`config.mk`:
```
export PLATFORM = sky130hd
export DESIGN_NAME = phy_diag_status_regs
export DESIGN_NICKNAME = d
export VERILOG_FILES = /design/src/core/phy_diag_status_regs.v /design/src/core/cable_diag_seq.v
export VERILOG_INCLUDE_DIRS = /design/src /design/src/core
export SDC_FILE = /design/constraint.sdc
export NUM_CORES = 1
export LEC_CHECK = 0
export ABC_AREA = 1
export BUFFER_PORTS_ARGS = -buffer_cell sky130_fd_sc_hd__buf_2
export CAP_MARGIN = 0
export CORE_ASPECT_RATIO = 1.25
export CORE_MARGIN = 1.5
export CORE_UTILIZATION = 35
export CTS_CLUSTER_DIAMETER = 120
export DETAILED_ROUTE_END_ITERATION = 6
export SLEW_MARGIN = 15
export SYNTH_ARGS = -nofsm -noshare
export SYNTH_HDL_FRONTEND = slang
export SYNTH_SLANG_ARGS = --single-unit
```
`constraint.sdc`:
```
create_clock -name CLK -period 2.5 [get_ports CLK]
set_input_delay 0.5 -clock CLK [delete_from_list [all_inputs] [get_ports CLK]]
set_output_delay 0.5 -clock CLK [all_outputs]
set_load 0.02 [all_outputs]
```
`src/core/phy_diag_defs.vh`:
```
// Register offsets, field positions, reset values and timing counts for the PHY diagnostic view
`ifndef PHY_DIAG_DEFS_VH
`define PHY_DIAG_DEFS_VH

// Register offsets (byte addresses = index * 4)
`define IDX_LP_ABILITY      8'h05
`define IDX_CABLE_DIAG      8'h1d
`define IDX_SPECIAL         8'h1f
`define IDX_IRQ_STATUS      8'h20
`define IDX_IRQ_MASK        8'h21
`define ADDR_LP_ABILITY     8'h14
`define ADDR_CABLE_DIAG     8'h74
`define ADDR_SPECIAL        8'h7c
`define ADDR_IRQ_STATUS     8'h80
`define ADDR_IRQ_MASK       8'h84

// Link partner ability fields
`define LP_PAUSE_BIT        10
`define LP_ABIL_HI          8
`define LP_ABIL_LO          5

// Cable diagnostic fields
`define DIAG_ENABLE_BIT     15
`define DIAG_RESULT_HI      14
`define DIAG_RESULT_LO      13
`define DIAG_SHORT_BIT      12
`define DIAG_COUNT_HI       8
`define DIAG_COUNT_LO       0

// Diagnostic result codes
`define RESULT_NORMAL       2'h0
`define RESULT_OPEN         2'h1
`define RESULT_SHORT        2'h2
`define RESULT_FAILED       2'h3

// Special control/status fields
`define SPEC_POL_BIT        5
`define SPEC_MDI_BIT        4
`define SPEC_FORCE_BIT      3
`define SPEC_PWRSAVE_BIT    2
`define SPEC_LOOPBACK_BIT   1

// Reset values
`define PWRSAVE_RESET       1'h1
`define FORCE_RESET         1'h0
`define LOOPBACK_RESET      1'h0

// Interrupt status bits
`define IRQ_DIAG_DONE       0
`define IRQ_LP_CHANGE       1
`define IRQ_WIDTH           2

// Diagnostic timeout: 100 us at 10 ns per cycle, a least time rounded up
`define DIAG_TIMEOUT_US     100
`define CLK_PERIOD_NS       10
`define DIAG_TIMEOUT_CYC    ((`DIAG_TIMEOUT_US * 1000 + `CLK_PERIOD_NS - 1) / `CLK_PERIOD_NS)

// Short-distance limit: 10 m in steps of 0.4 m is 25 counts
`define SHORT_LIMIT_COUNT   9'h019

`endif

```
`src/core/phy_diag_status_regs.v`:
```
// PHY diagnostic and status register bank with an AXI4-Lite slave
//
// Function
// Read-only partner pause bit at bit 10, resets to zero.
// Read-only partner abilities 100F,100H,10F,10H at bits 8 to 5, reset zero.
// Host writes enable bit one to start; device self-clears when test finishes.
// When enable reads zero, result, short flag and count are valid.
// Result codes: 00 normal, 01 open, 10 short, 11 test failed.
// Short flag set when the short lies nearer than ten meters.
// Nine-bit fault count; distance is about count times 0.4 meters.
// Polarity reversed status bit; meaningful only at 10BASE-T.
// Power saving control is active low and resets to one.
// Remote loopback bit returns line receive data to transmit via PHY.
// Host keeps reserved lowest special bit zero on writes.
// Reserved fields read zero; writes to them have no effect.
//
// Register map: byte addresses, one 16-bit register in the low half of each word
// 0x14 partner abilities, read only
// 0x74 cable test enable and results
// 0x7c line status and PHY controls
// 0x80 interrupt status, write one to clear
// 0x84 interrupt mask, a one lets its status bit through
//
// A cable test that never answers ends after DIAG_TIMEOUT cycles with the
// failed code, so software polling the enable bit always sees it clear.
`timescale 1ns/1ps
`include "phy_diag_defs.vh"
module phy_diag_status_regs
#(
    parameter DIAG_TIMEOUT = `DIAG_TIMEOUT_CYC
)
(
    input  wire        CLK,
    input  wire        NRST,
    // AXI4-Lite slave
    input  wire [7:0]  AWADDR,
    input  wire        AWVALID,
    output wire        AWREADY,
    input  wire [31:0] WDATA,
    input  wire [3:0]  WSTRB,
    input  wire        WVALID,
    output wire        WREADY,
    output reg  [1:0]  BRESP,
    output reg         BVALID,
    input  wire        BREADY,
    input  wire [7:0]  ARADDR,
    input  wire        ARVALID,
    output wire        ARREADY,
    output reg  [31:0] RDATA,
    output reg  [1:0]  RRESP,
    output reg         RVALID,
    input  wire        RREADY,
    // Auto-negotiation results from the PHY
    input  wire        LP_PAUSE,
    input  wire [3:0]  LP_ABILITY,
    // Line status from the PHY
    input  wire        POL_REVERSED,
    input  wire        MDI_MODE,
    // Cable test engine
    output wire        TDR_START,
    input  wire        TDR_DONE,
    input  wire [1:0]  TDR_RESULT,
    input  wire [8:0]  TDR_COUNT,
    // PHY controls
    output reg         FORCE_LINK,
    output reg         PWRSAVE_EN,
    output reg         REMOTE_LOOPBACK,
    output wire        IRQ
);

    // Write channel holding registers
    reg        aw_held;
    reg [7:0]  aw_addr;
    reg        w_held;
    reg [31:0] w_data;
    reg [3:0]  w_strb;
    // Sampled PHY status
    reg        lp_pause;
    reg [3:0]  lp_ability;
    reg        pol_reversed;
    reg        mdi_mode;
    reg        pwrsave_n;
    reg [1:0]  irq_status;
    reg [1:0]  irq_mask;
    wire [1:0] next_irq_status;
    wire [1:0] irq_event;
    wire [1:0] irq_clear;
    genvar     g;
    reg [31:0] rd_word;
    reg        rd_hit;
    reg        wr_hit;
    wire       diag_busy;
    wire       diag_done;
    wire [1:0] diag_result;
    wire       near_short_flag;
    wire [8:0] fault_count;
    wire       wr_fire;
    wire       lp_change;
    wire       diag_start;

    ////////////////////////////////////////////////////////////////////////////
    // Write channel capture; address and data may arrive in either order
    // Both readies drop while a response waits, so one write at most is under way
    assign AWREADY = !aw_held && !BVALID;
    assign WREADY  = !w_held && !BVALID;
    assign wr_fire = aw_held && w_held && !BVALID;

    always @(posedge CLK or negedge NRST)
    begin
        if (!NRST)
        begin
            aw_held <= 1'b0;
            aw_addr <= 8'h00;
            w_held  <= 1'b0;
            w_data  <= 32'h0;
            w_strb  <= 4'h0;
            BVALID  <= 1'b0;
            BRESP   <= 2'h0;
        end
        else
        begin
            // Address half
            if (AWVALID && AWREADY)
            begin
                aw_held <= 1'b1;
                aw_addr <= AWADDR;
            end
            // Data half
            if (WVALID && WREADY)
            begin
                w_held <= 1'b1;
                w_data <= WDATA;
                w_strb <= WSTRB;
            end
            // Both halves held: perform the write and answer
            if (wr_fire)
            begin
                aw_held <= 1'b0;
                w_held  <= 1'b0;
                BVALID  <= 1'b1;
                BRESP   <= wr_hit ? 2'h0 : 2'h2;   // Unmapped write gets SLVERR
            end
            else if (BVALID && BREADY)
            begin
                BVALID <= 1'b0;
            end
        end
    end

    // Write address decode
    always @*
    begin
        // read-only targets decode as hits; their writes answer OKAY and are dropped
        case (aw_addr)
            `ADDR_LP_ABILITY: wr_hit = 1'b1;
            `ADDR_CABLE_DIAG: wr_hit = 1'b1;
            `ADDR_SPECIAL:    wr_hit = 1'b1;
            `ADDR_IRQ_STATUS: wr_hit = 1'b1;
            `ADDR_IRQ_MASK:   wr_hit = 1'b1;
            default:          wr_hit = 1'b0;
        endcase
    end

    ////////////////////////////////////////////////////////////////////////////
    // Status sampling from the PHY; inputs are synchronous to CLK
    always @(posedge CLK or negedge NRST)
    begin
        if (!NRST)
        begin
            lp_pause     <= 1'b0;
            lp_ability   <= 4'h0;
            pol_reversed <= 1'b0;
            mdi_mode     <= 1'b0;
        end
        else
        begin
            // partner pause
            lp_pause     <= LP_PAUSE;
            // partner abilities
            lp_ability   <= LP_ABILITY;
            // polarity status
            pol_reversed <= POL_REVERSED;
            // MDI or crossover state of the line pair
            mdi_mode     <= MDI_MODE;
        end
    end

    // Partner ability change: input differs from last cycle's sample
    assign lp_change = (LP_PAUSE != lp_pause) || (LP_ABILITY != lp_ability);

    ////////////////////////////////////////////////////////////////////////////
    // Special control bits; low byte lane carries all of them
    always @(posedge CLK or negedge NRST)
    begin
        if (!NRST)
        begin
            FORCE_LINK      <= `FORCE_RESET;
            pwrsave_n       <= `PWRSAVE_RESET;
            REMOTE_LOOPBACK <= `LOOPBACK_RESET;
        end
        // only bits 3 to 1 are stored; the rest of the word is dropped
        else if (wr_fire && aw_addr == `ADDR_SPECIAL && w_strb[0])
        begin
            // Force link pass, for bring-up without a partner
            FORCE_LINK      <= w_data[`SPEC_FORCE_BIT];
            // active low power save
            pwrsave_n       <= w_data[`SPEC_PWRSAVE_BIT];
            // loopback control
            REMOTE_LOOPBACK <= w_data[`SPEC_LOOPBACK_BIT];
            // reserved bit zero is not stored, so a stray one does no harm
        end
    end

    // inverted enable
    always @*
    begin
        PWRSAVE_EN = !pwrsave_n;
    end

    ////////////////////////////////////////////////////////////////////////////
    // start on write of one; ignored while a test already runs
    assign diag_start = wr_fire && aw_addr == `ADDR_CABLE_DIAG && w_strb[1] &&
                        w_data[`DIAG_ENABLE_BIT] && !diag_busy;

    // Sequencer owns the busy bit, the results and the one-cycle start pulse
    cable_diag_seq #(
        .TIMEOUT_CYC (DIAG_TIMEOUT)
    ) u_seq (
        .clk             (CLK),
        .nrst            (NRST),
        .start           (diag_start),
        .tdr_done        (TDR_DONE),
        .tdr_result      (TDR_RESULT),
        .tdr_count       (TDR_COUNT),
        .busy            (diag_busy),
        .tdr_start       (TDR_START),
        .done_pulse      (diag_done),
        .result          (diag_result),
        .near_short_flag (near_short_flag),
        .fault_count     (fault_count)
    );

    ////////////////////////////////////////////////////////////////////////////
    // Events that set the sticky status bits
    assign irq_event[`IRQ_DIAG_DONE] = diag_done;
    assign irq_event[`IRQ_LP_CHANGE] = lp_change;

    // Write-one-to-clear mask; only the low byte lane reaches the status bits
    assign irq_clear = (wr_fire && aw_addr == `ADDR_IRQ_STATUS && w_strb[0]) ?
                       w_data[1:0] : 2'h0;

    // Interrupt status per bit: an event in the cycle of its clear wins,
    // so software can never wipe an event it has not yet seen
    generate
        for (g = 0; g < `IRQ_WIDTH; g = g + 1)
        begin : g_irq
            assign next_irq_status[g] = irq_event[g] | (irq_status[g] & ~irq_clear[g]);
        end
    endgenerate

    always @(posedge CLK or negedge NRST)
    begin
        if (!NRST)
        begin
            irq_status <= 2'h0;
            irq_mask   <= 2'h0;
        end
        else
        begin
            irq_status <= next_irq_status;
            if (wr_fire && aw_addr == `ADDR_IRQ_MASK && w_strb[0])
                irq_mask <= w_data[1:0];
        end
    end

    // Level output; a mask bit of one lets its status through
    assign IRQ = |(irq_status & irq_mask);

    ////////////////////////////////////////////////////////////////////////////
    // Read mux; R12 reserved bits are zero-filled here
    always @*
    begin
        rd_word = 32'h0;
        rd_hit  = 1'b1;
        case (ARADDR)
            // Partner abilities learned by auto-negotiation
            `ADDR_LP_ABILITY:
            begin
                rd_word[`LP_PAUSE_BIT]              = lp_pause;
                rd_word[`LP_ABIL_HI:`LP_ABIL_LO]    = lp_ability;
            end
            `ADDR_CABLE_DIAG:
            begin
                // enable bit reads busy, so it self-clears
                // enable clears with results
                rd_word[`DIAG_ENABLE_BIT]                  = diag_busy;
                rd_word[`DIAG_RESULT_HI:`DIAG_RESULT_LO]   = diag_result;
                rd_word[`DIAG_SHORT_BIT]                   = near_short_flag;
                rd_word[`DIAG_COUNT_HI:`DIAG_COUNT_LO]     = fault_count;
            end
            // Line status and PHY controls
            `ADDR_SPECIAL:
            begin
                rd_word[`SPEC_POL_BIT]      = pol_reversed;
                rd_word[`SPEC_MDI_BIT]      = mdi_mode;
                rd_word[`SPEC_FORCE_BIT]    = FORCE_LINK;
                rd_word[`SPEC_PWRSAVE_BIT]  = pwrsave_n;
                rd_word[`SPEC_LOOPBACK_BIT] = REMOTE_LOOPBACK;
            end
            // Interrupt bits
            `ADDR_IRQ_STATUS: rd_word[1:0] = irq_status;
            `ADDR_IRQ_MASK:   rd_word[1:0] = irq_mask;
            default:          rd_hit = 1'b0;
        endcase
    end

    ////////////////////////////////////////////////////////////////////////////
    // Read channel: one cycle to answer, held until RREADY
    assign ARREADY = !RVALID;

    always @(posedge CLK or negedge NRST)
    begin
        if (!NRST)
        begin
            RVALID <= 1'b0;
            RDATA  <= 32'h0;
            RRESP  <= 2'h0;
        end
        else if (ARVALID && ARREADY)
        begin
            // Word is captured in the accepting cycle so RDATA stands still
            RVALID <= 1'b1;
            RDATA  <= rd_word;
            RRESP  <= rd_hit ? 2'h0 : 2'h2;   // Unmapped read gets SLVERR
        end
        else if (RVALID && RREADY)
        begin
            // Answer taken; the next address may follow at once
            RVALID <= 1'b0;
        end
    end

endmodule // phy_diag_status_regs

```
`src/core/cable_diag_seq.v`:
```
// Cable diagnostic sequencer: runs one test, captures and holds its results
`timescale 1ns/1ps
`include "phy_diag_defs.vh"
module cable_diag_seq
#(
    parameter TIMEOUT_CYC = `DIAG_TIMEOUT_CYC
)
(
    input  wire       clk,
    input  wire       nrst,
    input  wire       start,
    input  wire       tdr_done,
    input  wire [1:0] tdr_result,
    input  wire [8:0] tdr_count,
    output reg        busy,
    output reg        tdr_start,
    output reg        done_pulse,
    output reg  [1:0] result,
    output reg        near_short_flag,
    output reg  [8:0] fault_count
);

    localparam IDLE = 1'b0;
    localparam RUN  = 1'b1;

    reg        state;
    reg [31:0] timer;

    ////////////////////////////////////////////////////////////////////////////
    // Test sequence; timeout guards against an analog engine that never answers
    always @(posedge clk or negedge nrst)
    begin
        if (!nrst)
        begin
            state           <= IDLE;
            timer           <= 32'h0;
            busy            <= 1'b0;
            tdr_start       <= 1'b0;
            done_pulse      <= 1'b0;
            result          <= `RESULT_NORMAL;
            near_short_flag <= 1'b0;
            fault_count     <= 9'h000;
        end
        else
        begin
            tdr_start  <= 1'b0;
            done_pulse <= 1'b0;
            case (state)
                IDLE:
                begin
                    if (start)
                    begin
                        state     <= RUN;
                        busy      <= 1'b1;
                        tdr_start <= 1'b1;
                        timer     <= 32'h0;
                    end
                end
                RUN:
                begin
                    timer <= timer + 32'h1;
                    // results with clear
                    if (tdr_done)
                    begin
                        state       <= IDLE;
                        busy        <= 1'b0;
                        done_pulse  <= 1'b1;
                        // result encoding
                        result      <= tdr_result;
                        // fault distance
                        fault_count <= tdr_count;
                        // near short
                        near_short_flag <= (tdr_result == `RESULT_SHORT) &&
                                           (tdr_count < `SHORT_LIMIT_COUNT);
                    end
                    else if (timer >= TIMEOUT_CYC - 1)
                    begin
                        // failed test code
                        state           <= IDLE;
                        busy            <= 1'b0;
                        done_pulse      <= 1'b1;
                        result          <= `RESULT_FAILED;
                        near_short_flag <= 1'b0;
                        fault_count     <= 9'h000;
                    end
                end
                default:
                begin
                    state <= IDLE;
                    busy  <= 1'b0;
                end
            endcase
        end
    end

endmodule // cable_diag_seq

```
---- Word level (Yosys, flattened, before mapping) ----
Cells that the tools add are included.
word-level totals
  bits of input ports ..................... 78
  word-level logic and storage cells ...... 129
  output and inout port bits .............. 46
  flip-flop bits (word level) ............. 110
operators by class
  bitwise gates (word level) .............. 8
  multiplexer cells ....................... 39
  reductions and logical operators ........ 37
  magnitude comparators ................... 2
  equality and inequality tests ........... 15
  add/sub/neg operators ................... 1
operators by type and width
  operator                                                                                number
  32-bit one-hot mux with 2 select lines                                                  1
  32-bit by 1-bit adder with 32-bit output (second input constant)                        1
  8-bit by 7-bit equality test with 1-bit output (second input constant)                  4
  8-bit equality test (second input constant)                                             4
  32-bit by 14-bit greater-or-equal comparator with 1-bit output (second input constant)  1
  32-bit two-way mux                                                                      1
  1-bit two-way mux                                                                       22
  1-bit logical AND                                                                       20
  9-bit two-way mux                                                                       2
  8-bit by 5-bit equality test with 1-bit output (second input constant)                  2
  3-bit one-hot mux with 2 select lines                                                   2
  2-bit two-way mux                                                                       5
  2-bit nonzero test                                                                      5
  5-bit OR reduction                                                                      2
  9-bit by 5-bit less-than comparator with 1-bit output (second input constant)           1
  1-bit zero test                                                                         6
  1-bit one-hot mux with 3 select lines                                                   2
  4-bit two-way mux                                                                       1
  4-bit inequality test                                                                   1
  1-bit one-hot mux with 2 select lines                                                   2
  1-bit one-hot mux with 4 select lines                                                   1
  2-bit AND reduction                                                                     2
  3-bit inequality test (second input constant)                                           1
  1-bit inverter                                                                          3
  other kinds (8)                                                                         10

---- Depth between registers and ports, before layout ----
Gate-level depths: netlist (run 1).
  word-level depth ........................ 8
  mapped depth ............................ 11
  mapped depth without buffers ............ 10

---- Modules after synthesis ----
Synthesis (run 1) repeated with hierarchy kept, for this count alone.
unflattened totals
  cells, all modules ...................... 622
  area, all modules ....................... 5,057.4 um^2
modules (own cells, without submodules)
  module                times used  cells each  sequential area each (um^2)  area an instance (um^2)
  cable_diag_seq        1           359         1,201.2                      2,631.3
  phy_diag_status_regs  1           263         1,227.4                      2,426.1

---- Least setup slack after synthesis (run 1) ----
Ideal clock, no wire load.
  path kind ............................... flip-flop to flip-flop
  start ................................... register BVALID
  end ..................................... register aw_addr[2]
  slack ................................... 0.993 ns
  library setup time ...................... 0.133 ns
  buffers on the path ..................... 1
  arrival ................................. 1.374 ns
  data required time ...................... 2.367 ns
  period minus slack after synthesis ...... 1.507 ns
  cell stages (with the launch flop) ...... 6
  cell sequence ........................... dfrtp_1 nor2_1 nand2_1 clkbuf_1 nor2_1 a21oi_1
on the way
  cells in the longest elaborated chain, start to end .. 3
ends and longest elaborated chain
  what                      line                        source
  start: declaration        phy_diag_status_regs.v:44   output reg BVALID,
  start signal: assignment  phy_diag_status_regs.v:117  BVALID <= 1'b0;
  start signal: assignment  phy_diag_status_regs.v:140  BVALID <= 1'b1;
  start signal: assignment  phy_diag_status_regs.v:145  BVALID <= 1'b0;
  1-bit zero test           phy_diag_status_regs.v:104  assign AWREADY = !aw_held && !BVALID;
  1-bit logical AND         phy_diag_status_regs.v:104
  named net AWREADY         phy_diag_status_regs.v:38   output wire AWREADY,
  1-bit logical AND         phy_diag_status_regs.v:123  if (AWVALID && AWREADY)
  end signal: assignment    phy_diag_status_regs.v:113  aw_addr <= 8'h00;
  end signal: assignment    phy_diag_status_regs.v:126  aw_addr <= AWADDR;
  end: declaration          phy_diag_status_regs.v:73   reg [7:0] aw_addr;
The timed path passes the listed nets, and every way through them passes these cells.
A chain may end at the register's enable or synchronous reset.

---- Final worst setup path (run 1) ----
  start ................................... register u_seq.timer[0]
  end ..................................... register u_seq.timer[28]
on the way
  cells in the longest elaborated chain, start to end .. 2
ends and longest elaborated chain
  what                                      line                 source
  start: declaration                        cable_diag_seq.v:27  reg [31:0] timer;
  start signal: assignment                  cable_diag_seq.v:61  timer <= timer + 32'h1;
  32-bit by 1-bit adder with 32-bit output  cable_diag_seq.v:61
  32-bit one-hot mux with 2 select lines    cable_diag_seq.v:48  case (state)
No other way between the ends.

==> reports/metrics.cfg, run 1 <==
[timing]
setup_violations=0
period_share_pct=65.8
hold_viol=0
finalMaxSlewViolations=0
rsz0062_at_grt=no
setup_slack_ps=855
fin_skew_ps=5.76
fmax_mhz=608
fin_tns_setup_ps=0
fin_crit_ps=1640

[floorplanning]
core_sq_mm=0.0140
die_y_um=137
io_pins=124
fp.dieW_um=111
initial_core_util_pct=36.2
row_count=48
die-area_sq_mm=0.0152

[grt]
first_global_vias=4125
antenna_found_initial=0
grt.total_usage_pct=15.5
grt_max_degree=76
grt-ovfl-total=0
grt_pass1_wl_um=19200

[setup_path]
cp_max_fo=6
arrival_ps=1880
start_kind=flip-flop
crit_required_ps=2740
path_class=flip-flop to flip-flop
worstSetupEndpointType=flip-flop

[logic_synthesis]
synthFlopType=dfrtp_1
syn-instance-count=634
avgSynthCellArea_sq_um=7.98
synth_top_area_share_pct=47.5
synth_area_leader_cell=dfrtp_1
synthTopCellsByCount=148 x nand2_1, 96 x dfrtp_1, 70 x nand3_1, 65 x nor2_1, 63 x inv_1
yosysMostFrequentCell=nand2_1
ys_seq_elements=97
synth_edf_count=0
postSynth.asyncResetShare_pct=100
syn_area_sq_mm=0.00506
yosys_warnings=0
synthDistinctLibCells=40
synthTopCellsByArea=dfrtp_1 47%, nand2_1 11%, nand3_1 6.9%, nor2_1 4.8%, inv_1 4.7%
ys_seq_area_share_pct=48.0

[outcome]
status=completed

[placement]
place_hpwl_um=8590
portBuffers=74
place_congestion=0.835
dp_slack_ps=762
dp_cells=875

[route]
drc=0
vias_per_cell=4.75
dr.first_iter.drc_count=332
ant_nets=0
vias=4226
wl_per_cell_um=12.8
dr.pass1.iters=4
wl_um=11400

[finish]
n_antenna_cell=0
fin_cells=890
final_nets=790
nFillCells=1410
drive_gt1_share_pct=21.5
fin_util_pct=41.6
syn2layout_area_growth_pct=15.1

[power_and_ir_drop]
peakVddDrop_uv=422
pwr-share-comb_pct=19.0
pwr_density_cell_mw_per_mm2=694
p_seq_share_pct=47.5
internal-power_mw=2.82
switching_share_pct=30.3
switchingPower_mw=1.22
power_leakage_nw=2.89
p_clk_share_pct=33.5

[cts]
h-tree-depth=3
cts_setup_buffers=0
cts_sinks=97
clkSlewWorstSetupHoldPaths_ps=60
clockBufferDepth=2
cts_buffers=9
clk_latency_ps=340
hold_buffers=0
cts_root_buf=clkbuf_16
cts_resized=0
cts_tree=built

[worst_hold_path]
min_path_type=input pin to async pin

[flow_run]
maxCapViolCount=0

[placed cells by master (no fill, tap or decap), drive strengths merged]
cell type  Yosys  final
inv           73     74
o211ai         1      1
o31ai          1      1
ha             1      1
nand4         10     10
dfstp          1      1
xnor2          3      3
xor2           3      3
clkbuf         5     10
a21o           1      1
or2            2      2
clkinv         2      4
nand3         74     74
nor3b          1      1
buf           26     78
nor3          15     15
nor2          83     83
clkinvlp       0      1
conb           1     20
a22o           1      1
a31oi          5      5
a21oi         21     21
nand2        166    166
dfrtp         96     96
a21boi         1      1
mux2           5      5
bufinv         0      1
o21ai         36     36
[path summary, 6_finish.rpt]
kind | start | endpoint | slack, ps | depth (start not counted)
min in group CLK | POL_REVERSED | pol_reversed | 260 | 1
worst max register to register | u_seq.timer[0] | u_seq.timer[28] | 860 | 10
worst min-delay path | NRST | w_data[2] | 50 | 1
worst max-delay path | u_seq.timer[0] | u_seq.timer[28] | 860 | 10
max in group asynchronous | NRST | RDATA[4] | 1750 | 2
worst min register to register | u_seq.done_pulse | irq_status[0] | 440 | 2
[through the flow]
step	total power, mW	hold slack [ps]	cell area [sq um]
floorplan	2.46	204	5130
global placement	2.68	407	5540
detailed placement	2.72	422	5540
CTS	4.07	52.4	5820
global route	4.26	62.4	5820
finish	4.04	49.1	5820
[kinds of logic (layout without fill, tap and decap cells)]
| group | after synthesis | in the layout | share of synthesized area, % |
|---|---|---|---|
| simple gates | 351 | 351 | 32.3 |
| buf+inv | 106 | 168 | 10.1 |
| flops | 97 | 97 | 48.0 |
| compound gates | 67 | 67 | 7.12 |
| xor+xnor | 6 | 6 | 1.04 |
| mux | 5 | 5 | 1.11 |
| fa+ha+maj | 1 | 1 | 0.247 |
| other cells | 1 | 20 | 0.0741 |
[per-layer routing]
metal	global-route usage [%]	up-vias	part of all wire (%)
met3	3.52	10	3.7
li1	-	2148	-
met2	28.4	90	51
met5	0	-	0
met4	4.99	0	1.3
met1	18.0	1978	44
[power by group through the flow]
| stage | clock network (mW) | logic, mW | registers [mW] |
|---|---|---|---|
| finish | 1.35 | 0.767 | 1.92 |
| global route | 1.45 | 0.867 | 1.94 |
| CTS | 1.38 | 0.777 | 1.92 |
| detailed placement | 0 | 0.776 | 1.95 |
| global placement | 0 | 0.750 | 1.93 |
| floorplan | 0 | 0.475 | 1.98 |
[flip-flops by register name, summed over array words and instances, names as in the netlist, 2 cells and up]
signal,count
RDATA,14
aw_addr,8
irq_mask,2
irq_status,2
lp_ability,4
u_seq.fault_count,9
u_seq.result,2
u_seq.timer,32
w_data,5
w_strb,2
[critical path: stages (launching register included)]
cell,delay (ps)
dfrtp_1,400
ha_1,220
nand2_1,120
nor2_2,190
nand2_2,90
nor2_4,180
nand3_2,120
clkinv_1,70
nand2_1,40
nand2_1,70
nand2_1,40
[layout make-up]
cell class | instances | area [sq um] | share of cell area (%)
Clock inverter | 5 | 56.3 | 0.967
Multi-Input combinational cell | 450 | 2190 | 37.7
Tap cell | 175 | 219 | 3.76
Timing Repair Buffer | 78 | 415 | 7.14
Inverter | 75 | 282 | 4.84
Clock buffer | 10 | 229 | 3.93
Sequential cell | 97 | 2430 | 41.7
Power figures use the tool's default switching activity.
==> run 2, diff against run 1 <==
--- a/config.mk
+++ b/config.mk
@@ -6,7 +6,7 @@
 export SDC_FILE = /design/constraint.sdc
 export NUM_CORES = 1
 export LEC_CHECK = 0
-export ABC_AREA = 1
+export ABC_AREA = 0
 export BUFFER_PORTS_ARGS = -buffer_cell sky130_fd_sc_hd__buf_2
 export CAP_MARGIN = 0
 export CORE_ASPECT_RATIO = 1.25
==> constraint.sdc (replaced) <==
create_clock -name CLK -period 1.5 [get_ports CLK]
set_input_delay 0.3 -clock CLK [delete_from_list [all_inputs] [get_ports CLK]]
set_output_delay 0.3 -clock CLK [all_outputs]
set_load 0.02 [all_outputs]
==> reports/metrics.cfg, run 2 <==
[grt]
grt_max_degree=44
grt.total_usage_pct=18.3
grt_pass1_wl_um=20100
antenna_found_initial=0
grt-ovfl-total=0
first_global_vias=4120

[setup_path]
rrSetupSlack_ps=-350
start_kind=flip-flop
crit_required_ps=1740
cpPeakStageDelay_ps=420
r2r_start=u_seq.timer[15]
path_class=flip-flop to flip-flop
arrival_ps=2080
worstSetupEndpointType=flip-flop
r2r-end=u_seq.result[1]
cp_max_fo=3
r2r_cells=5
crit_path_cell_trace=nor4_2, nand4_1, o41ai_4, inv_2, mux2_4
crit_path_top_delay_cell=o41ai_4

[route]
wl_per_cell_um=15.5
dr.first_iter.drc_count=234
ant_nets=0
dr.pass1.iters=5
vias=4033
wl_um=12200
vias_per_cell=5.14
drc=0

[logic_synthesis]
synth_top_area_share_pct=51.7
synthDistinctLibCells=57
avgSynthCellArea_sq_um=10.6
ys_seq_elements=97
synth_area_leader_cell=dfrtp_1
syn-instance-count=439
synthTopCellsByCount=96 x dfrtp_1, 34 x nand2_1, 29 x nand3_1, 27 x nor2_1, 26 x o21ai_0
yosys_warnings=0
ys_seq_area_share_pct=52.2
yosysMostFrequentCell=dfrtp_1
synth_edf_count=0
synthFlopType=dfrtp_1
postSynth.asyncResetShare_pct=100
synthTopCellsByArea=dfrtp_1 52%, mux2_2 5.3%, mux2i_1 3.9%, buf_4 3.2%, nand3_1 3.1%
syn_area_sq_mm=0.00465

[worst_hold_path]
min_from=MDI_MODE
whs_path_depth=1
min_path_type=input pin to flip-flop
worstHoldEndpoint=mdi_mode

[outcome]
violations=setup timing
status=complete, but fails checks

[cts]
cts_sinks=97
cts_tree=built
cts_root_buf=clkbuf_16
cts_buffers=9
clockBufferDepth=2
clk_latency_ps=360
clkSlewWorstSetupHoldPaths_ps=70
h-tree-depth=3

[placement]
placed_area_sq_mm=0.00600
place_congestion=0.913
dp_slack_ps=-420
place_hpwl_um=9010
portBuffers=74

[power_and_ir_drop]
pwr-share-comb_pct=25.4
pwr_density_cell_mw_per_mm2=1190
internal-power_mw=5.50
switchingPower_mw=2.41
power_leakage_nw=3.14
p_seq_share_pct=43.9
peakVddDrop_uv=617
total_power_mw=7.91
switching_share_pct=30.5
p_clk_share_pct=30.6

[timing]
hold_viol=0
worstMarginPinSlew_ps=577
setup_violations=55
finalMaxSlewViolations=0
fin_skew_ps=11.6
period_share_pct=123
fin_crit_ps=1850
timing.hold.ws_ps=48.4
relSlewSlack_pct=61.1
rsz0062_at_grt=yes
fmax_mhz=542
setup_slack_ps=-346

[flow_run]
maxCapViolCount=0

[floorplanning]
core_sq_mm=0.0128
die_y_um=132
io_pins=124
row_count=46
initial_core_util_pct=36.2
fp.dieW_um=106
die-area_sq_mm=0.0140

[finish]
drive_gt1_share_pct=44.5
stdcell_area_sq_mm=0.00665
final_nets=690
nFillCells=1143
top_register=u_seq.timer
largest_reg_flops=32
fin_util_pct=51.8
n_antenna_cell=0
syn2layout_area_growth_pct=43.0
layout_commonest_cell=dfrtp_1
layout_common_cells=95 x dfrtp_1, 94 x buf_4, 70 x buf_2
top_regs=u_seq.timer (32), RDATA (14), u_seq.fault_count (9)

[run 2: worst max-delay path by stage]
stage               startpoint                   end  slack, ps
6_report       u_seq.timer[15]       u_seq.result[1]       -350
4_1_cts        u_seq.timer[15]  u_seq.fault_count[4]       -380
3_5_place_dp          TDR_DONE       u_seq.result[1]       -420
3_3_place_gp          TDR_DONE       u_seq.result[0]       -410
2_1_floorplan  u_seq.timer[15]       u_seq.result[0]       -220
5_1_grt        u_seq.timer[23]       u_seq.result[1]       -430
[run 2: worst max-delay path, delay by kind of cell, from the launching register on]
kind | cells | cell delay (ps)
AO/OA/AOI/OAI | 1 | 420
multiplexers | 1 | 310
flip-flops | 1 | 390
buffers and inverters | 1 | 100
AND/OR/NAND/NOR | 2 | 520
[run 2: timing repair]
| action | CTS | global route |
|---|---|---|
| endpoints found under the hold margin | 14 | 0 |
| buffers inserted | 4 | 3 |
| resized for setup | 39 | 21 |
| hold buffers | 1 | 0 |
| pin swaps | 10 | 18 |
| cloned | 3 | 0 |
| setup endpoints to repair | 55 | 58 |
[run 2: layout make-up]
| type | instances | area, sq um | area share [%] |
|---|---|---|---|
| flip-flops and latches | 97 | 2430 | 36.5 |
| multi-input cells | 312 | 2370 | 35.6 |
| repair buffers | 179 | 1290 | 19.4 |
| clock buffers | 9 | 225 | 3.39 |
| well taps | 168 | 210 | 3.16 |
| clock inverters | 7 | 82.6 | 1.24 |
| inverters | 12 | 45.0 | 0.677 |
[run 2: per-layer routing]
| layer | part of all wire, % | global-route usage, % | wire (um) | vias up |
|---|---|---|---|---|
| met5 | 0 | 0 | 0 | - |
| met4 | 2.4 | 7.66 | 286 | 0 |
| met3 | 3.8 | 4.20 | 459 | 22 |
| met2 | 51 | 31.3 | 6250 | 102 |
| met1 | 42 | 21.8 | 5160 | 1982 |
| li1 | - | - | - | 1927 |
[run 2: power groups by stage]
stage / Clock [mW] / Combinational, mW / Sequential (mW)
6_report: 2.42 / 2.01 / 3.48
5_1_grt: 2.61 / 2.19 / 3.55
4_1_cts: 2.49 / 1.97 / 3.48
3_5_place_dp: 0 / 1.88 / 3.51
3_3_place_gp: 0 / 1.84 / 3.48
2_1_floorplan: 0 / 1.03 / 3.57
[run 2: kinds of logic (layout without fill, tap and decap cells)]
family                     Yosys count  count (layout)  synth area share, %
other                                1              20               0.0806
and+or+nand+nor                    166             166                 19.4
AOI/OAI and AO/OA                   75              75                 11.2
adders and majority gates            1               1                0.269
DFF                                 97              97                 52.2
muxes                               42              42                 9.69
xor gates and xnor gates             8               8                 1.51
buffers and inverters               49             207                 5.68
[run 2: metrics by stage]
stage | TNS [ps] | instances
3_5_place_dp | -13260 | 759
3_3_place_gp | -10990 | 759
2_1_floorplan | -5590 | 458
5_1_grt | -17300 | 784
6_report | -11740 | 784
4_1_cts | -11680 | 783
==> run 3, diff against run 2 <==
--- a/config.mk
+++ b/config.mk
@@ -7,13 +7,15 @@
 export NUM_CORES = 1
 export LEC_CHECK = 0
 export ABC_AREA = 0
-export BUFFER_PORTS_ARGS = -buffer_cell sky130_fd_sc_hd__buf_2
+export BUFFER_PORTS_ARGS = -buffer_cell sky130_fd_sc_hd__buf_4
 export CAP_MARGIN = 0
 export CORE_ASPECT_RATIO = 1.25
 export CORE_MARGIN = 1.5
 export CORE_UTILIZATION = 35
 export CTS_CLUSTER_DIAMETER = 120
 export DETAILED_ROUTE_END_ITERATION = 6
+export GPL_TIMING_DRIVEN = 0
+export HOLD_SLACK_MARGIN = 0.15
 export SLEW_MARGIN = 15
 export SYNTH_ARGS = -nofsm -noshare
 export SYNTH_HDL_FRONTEND = slang
==> reports/metrics.cfg, run 3 (synthesis results as in run 2) <==
[outcome]
status=complete, but fails checks
violations=setup timing

[route]
wl_per_cell_um=15.9
vias=3964
vias_per_cell=5.18
ant_nets=0
dr.pass1.iters=5
drc=0
dr.first_iter.drc_count=193
wl_um=12200

[floorplanning]
fp.dieW_um=106
die_y_um=132
core_sq_mm=0.0128
die-area_sq_mm=0.0140
initial_core_util_pct=36.2
row_count=46
io_pins=124

[timing]
fin_crit_ps=1860
finalMaxSlewViolations=0
relSlewSlack_pct=39.9
fin_tns_setup_ps=-12620
fmax_mhz=538
fin_skew_ps=8.32
setup_slack_ps=-360
period_share_pct=124
setup_violations=55
hold_viol=0
worstMarginPinSlew_ps=902
rsz0062_at_grt=yes

[cts]
cts_buffers=9
clk_latency_ps=340
h-tree-depth=3
cts_sinks=97
cts_tree=built
clkSlewWorstSetupHoldPaths_ps=70
clockBufferDepth=2
cts_root_buf=clkbuf_16

[setup_path]
cp_max_fo=4
arrival_ps=2080
crit_path_top_delay_cell=o41ai_4
crit_required_ps=1720
crit_path_cell_trace=nor4_2, nand4_1, o41ai_4, inv_2, mux2_4
cpPeakStageDelay_ps=440
critical_path.top_delay_family=simple AND/OR/NAND/NOR gates
start_kind=flip-flop
worstSetupEndpointType=flip-flop
path_buf_inv=1
path_class=flip-flop to flip-flop

[grt]
grt-ovfl-total=0
grt.total_usage_pct=17.7
antenna_found_initial=0
grt_max_degree=98
first_global_vias=3912
grt_pass1_wl_um=19800

[finish]
n_antenna_cell=0
top_register=u_seq.timer
layout_commonest_cell=buf_4
stdcell_area_sq_mm=0.00682
final_nets=671
drive_gt1_share_pct=43.9
syn2layout_area_growth_pct=46.7
fin_util_pct=53.1
fin_cells=765
largest_reg_flops=32
top_regs=u_seq.timer (32), RDATA (14), u_seq.fault_count (9)
layout_common_cells=126 x buf_4, 90 x dfrtp_1, 31 x nand2_1

[power_and_ir_drop]
p_clk_share_pct=29.5
power_leakage_nw=3.17
internal-power_mw=5.57
switchingPower_mw=2.39
pwr-share-comb_pct=25.7
switching_share_pct=30.0
p_seq_share_pct=44.8
pwr_density_cell_mw_per_mm2=1170
peakVddDrop_uv=784

[placement]
placed_area_sq_mm=0.00565
place_congestion=0.797
portBuffers=74
dp_cells=700
place_hpwl_um=8110

[flow_run]
maxCapViolCount=0

[worst_hold_path]
min_path_type=input pin to flip-flop

==> run 3: power groups by stage <==
| stage | registers (mW) | clock network (mW) | logic, mW |
|---|---|---|---|
| global placement | 3.56 | 0 | 1.61 |
| floorplan | 3.57 | 0 | 1.03 |
| finish | 3.56 | 2.35 | 2.05 |
| detailed placement | 3.59 | 0 | 1.65 |
| global route | 3.63 | 2.51 | 2.21 |
| CTS | 3.55 | 2.40 | 1.99 |
==> run 3: worst paths after layout <==
path,startpoint,end,cells past startpoint,slack (ps)
setup / recovery,u_seq.timer[27],u_seq.result[0],5,-360
setup reg to reg,u_seq.timer[27],u_seq.result[0],5,-360
hold / removal,TDR_COUNT[4],u_seq.fault_count[4],2,180
hold reg to reg,u_seq.done_pulse,irq_status[0],1,460
min in group asynchronous,NRST,RDATA[13],2,620
max in group asynchronous,NRST,u_seq.timer[28],2,190
==> run 3: layer usage <==
layer  up-vias  global-route usage [%]  part of all wire (%)
met5         -                       0                     0
met4         0                    5.33                   1.9
met3        19                    3.51                   4.5
met2        97                    29.7                    50
met1      1959                    23.0                    43
li1       1889                       -                     -
==> run 3: layout make-up <==
class | instances | area (sq um)
plain buffers | 33 | 267
flip-flops and latches | 97 | 2440
clock buffers | 10 | 239
inverters | 12 | 45.0
fillers | 1136 | 6010
multi-input cells | 312 | 2500
well taps | 168 | 210
repair buffers | 127 | 1060
clock inverters | 6 | 65.1
==> run 3: through the flow <==
step / setup slack, ps / total power, mW / hold WS (ps)
after floorplan: -223 / 4.61 / 4.41
after global placement: -624 / 5.17 / 410
after detailed placement: -630 / 5.24 / 412
after CTS: -441 / 7.94 / 176
after global routing: -462 / 8.35 / 174
final: -360 / 7.96 / 185
==> run 3: timing repair <==
item,4_1_cts,5_1_grt
gates cloned,2,2
hold buffers,10,0
setup buffers,29,10
gates resized for setup,60,35
endpoints found under the hold margin,105,0
pin swaps,21,25
setup endpoints to repair,63,68
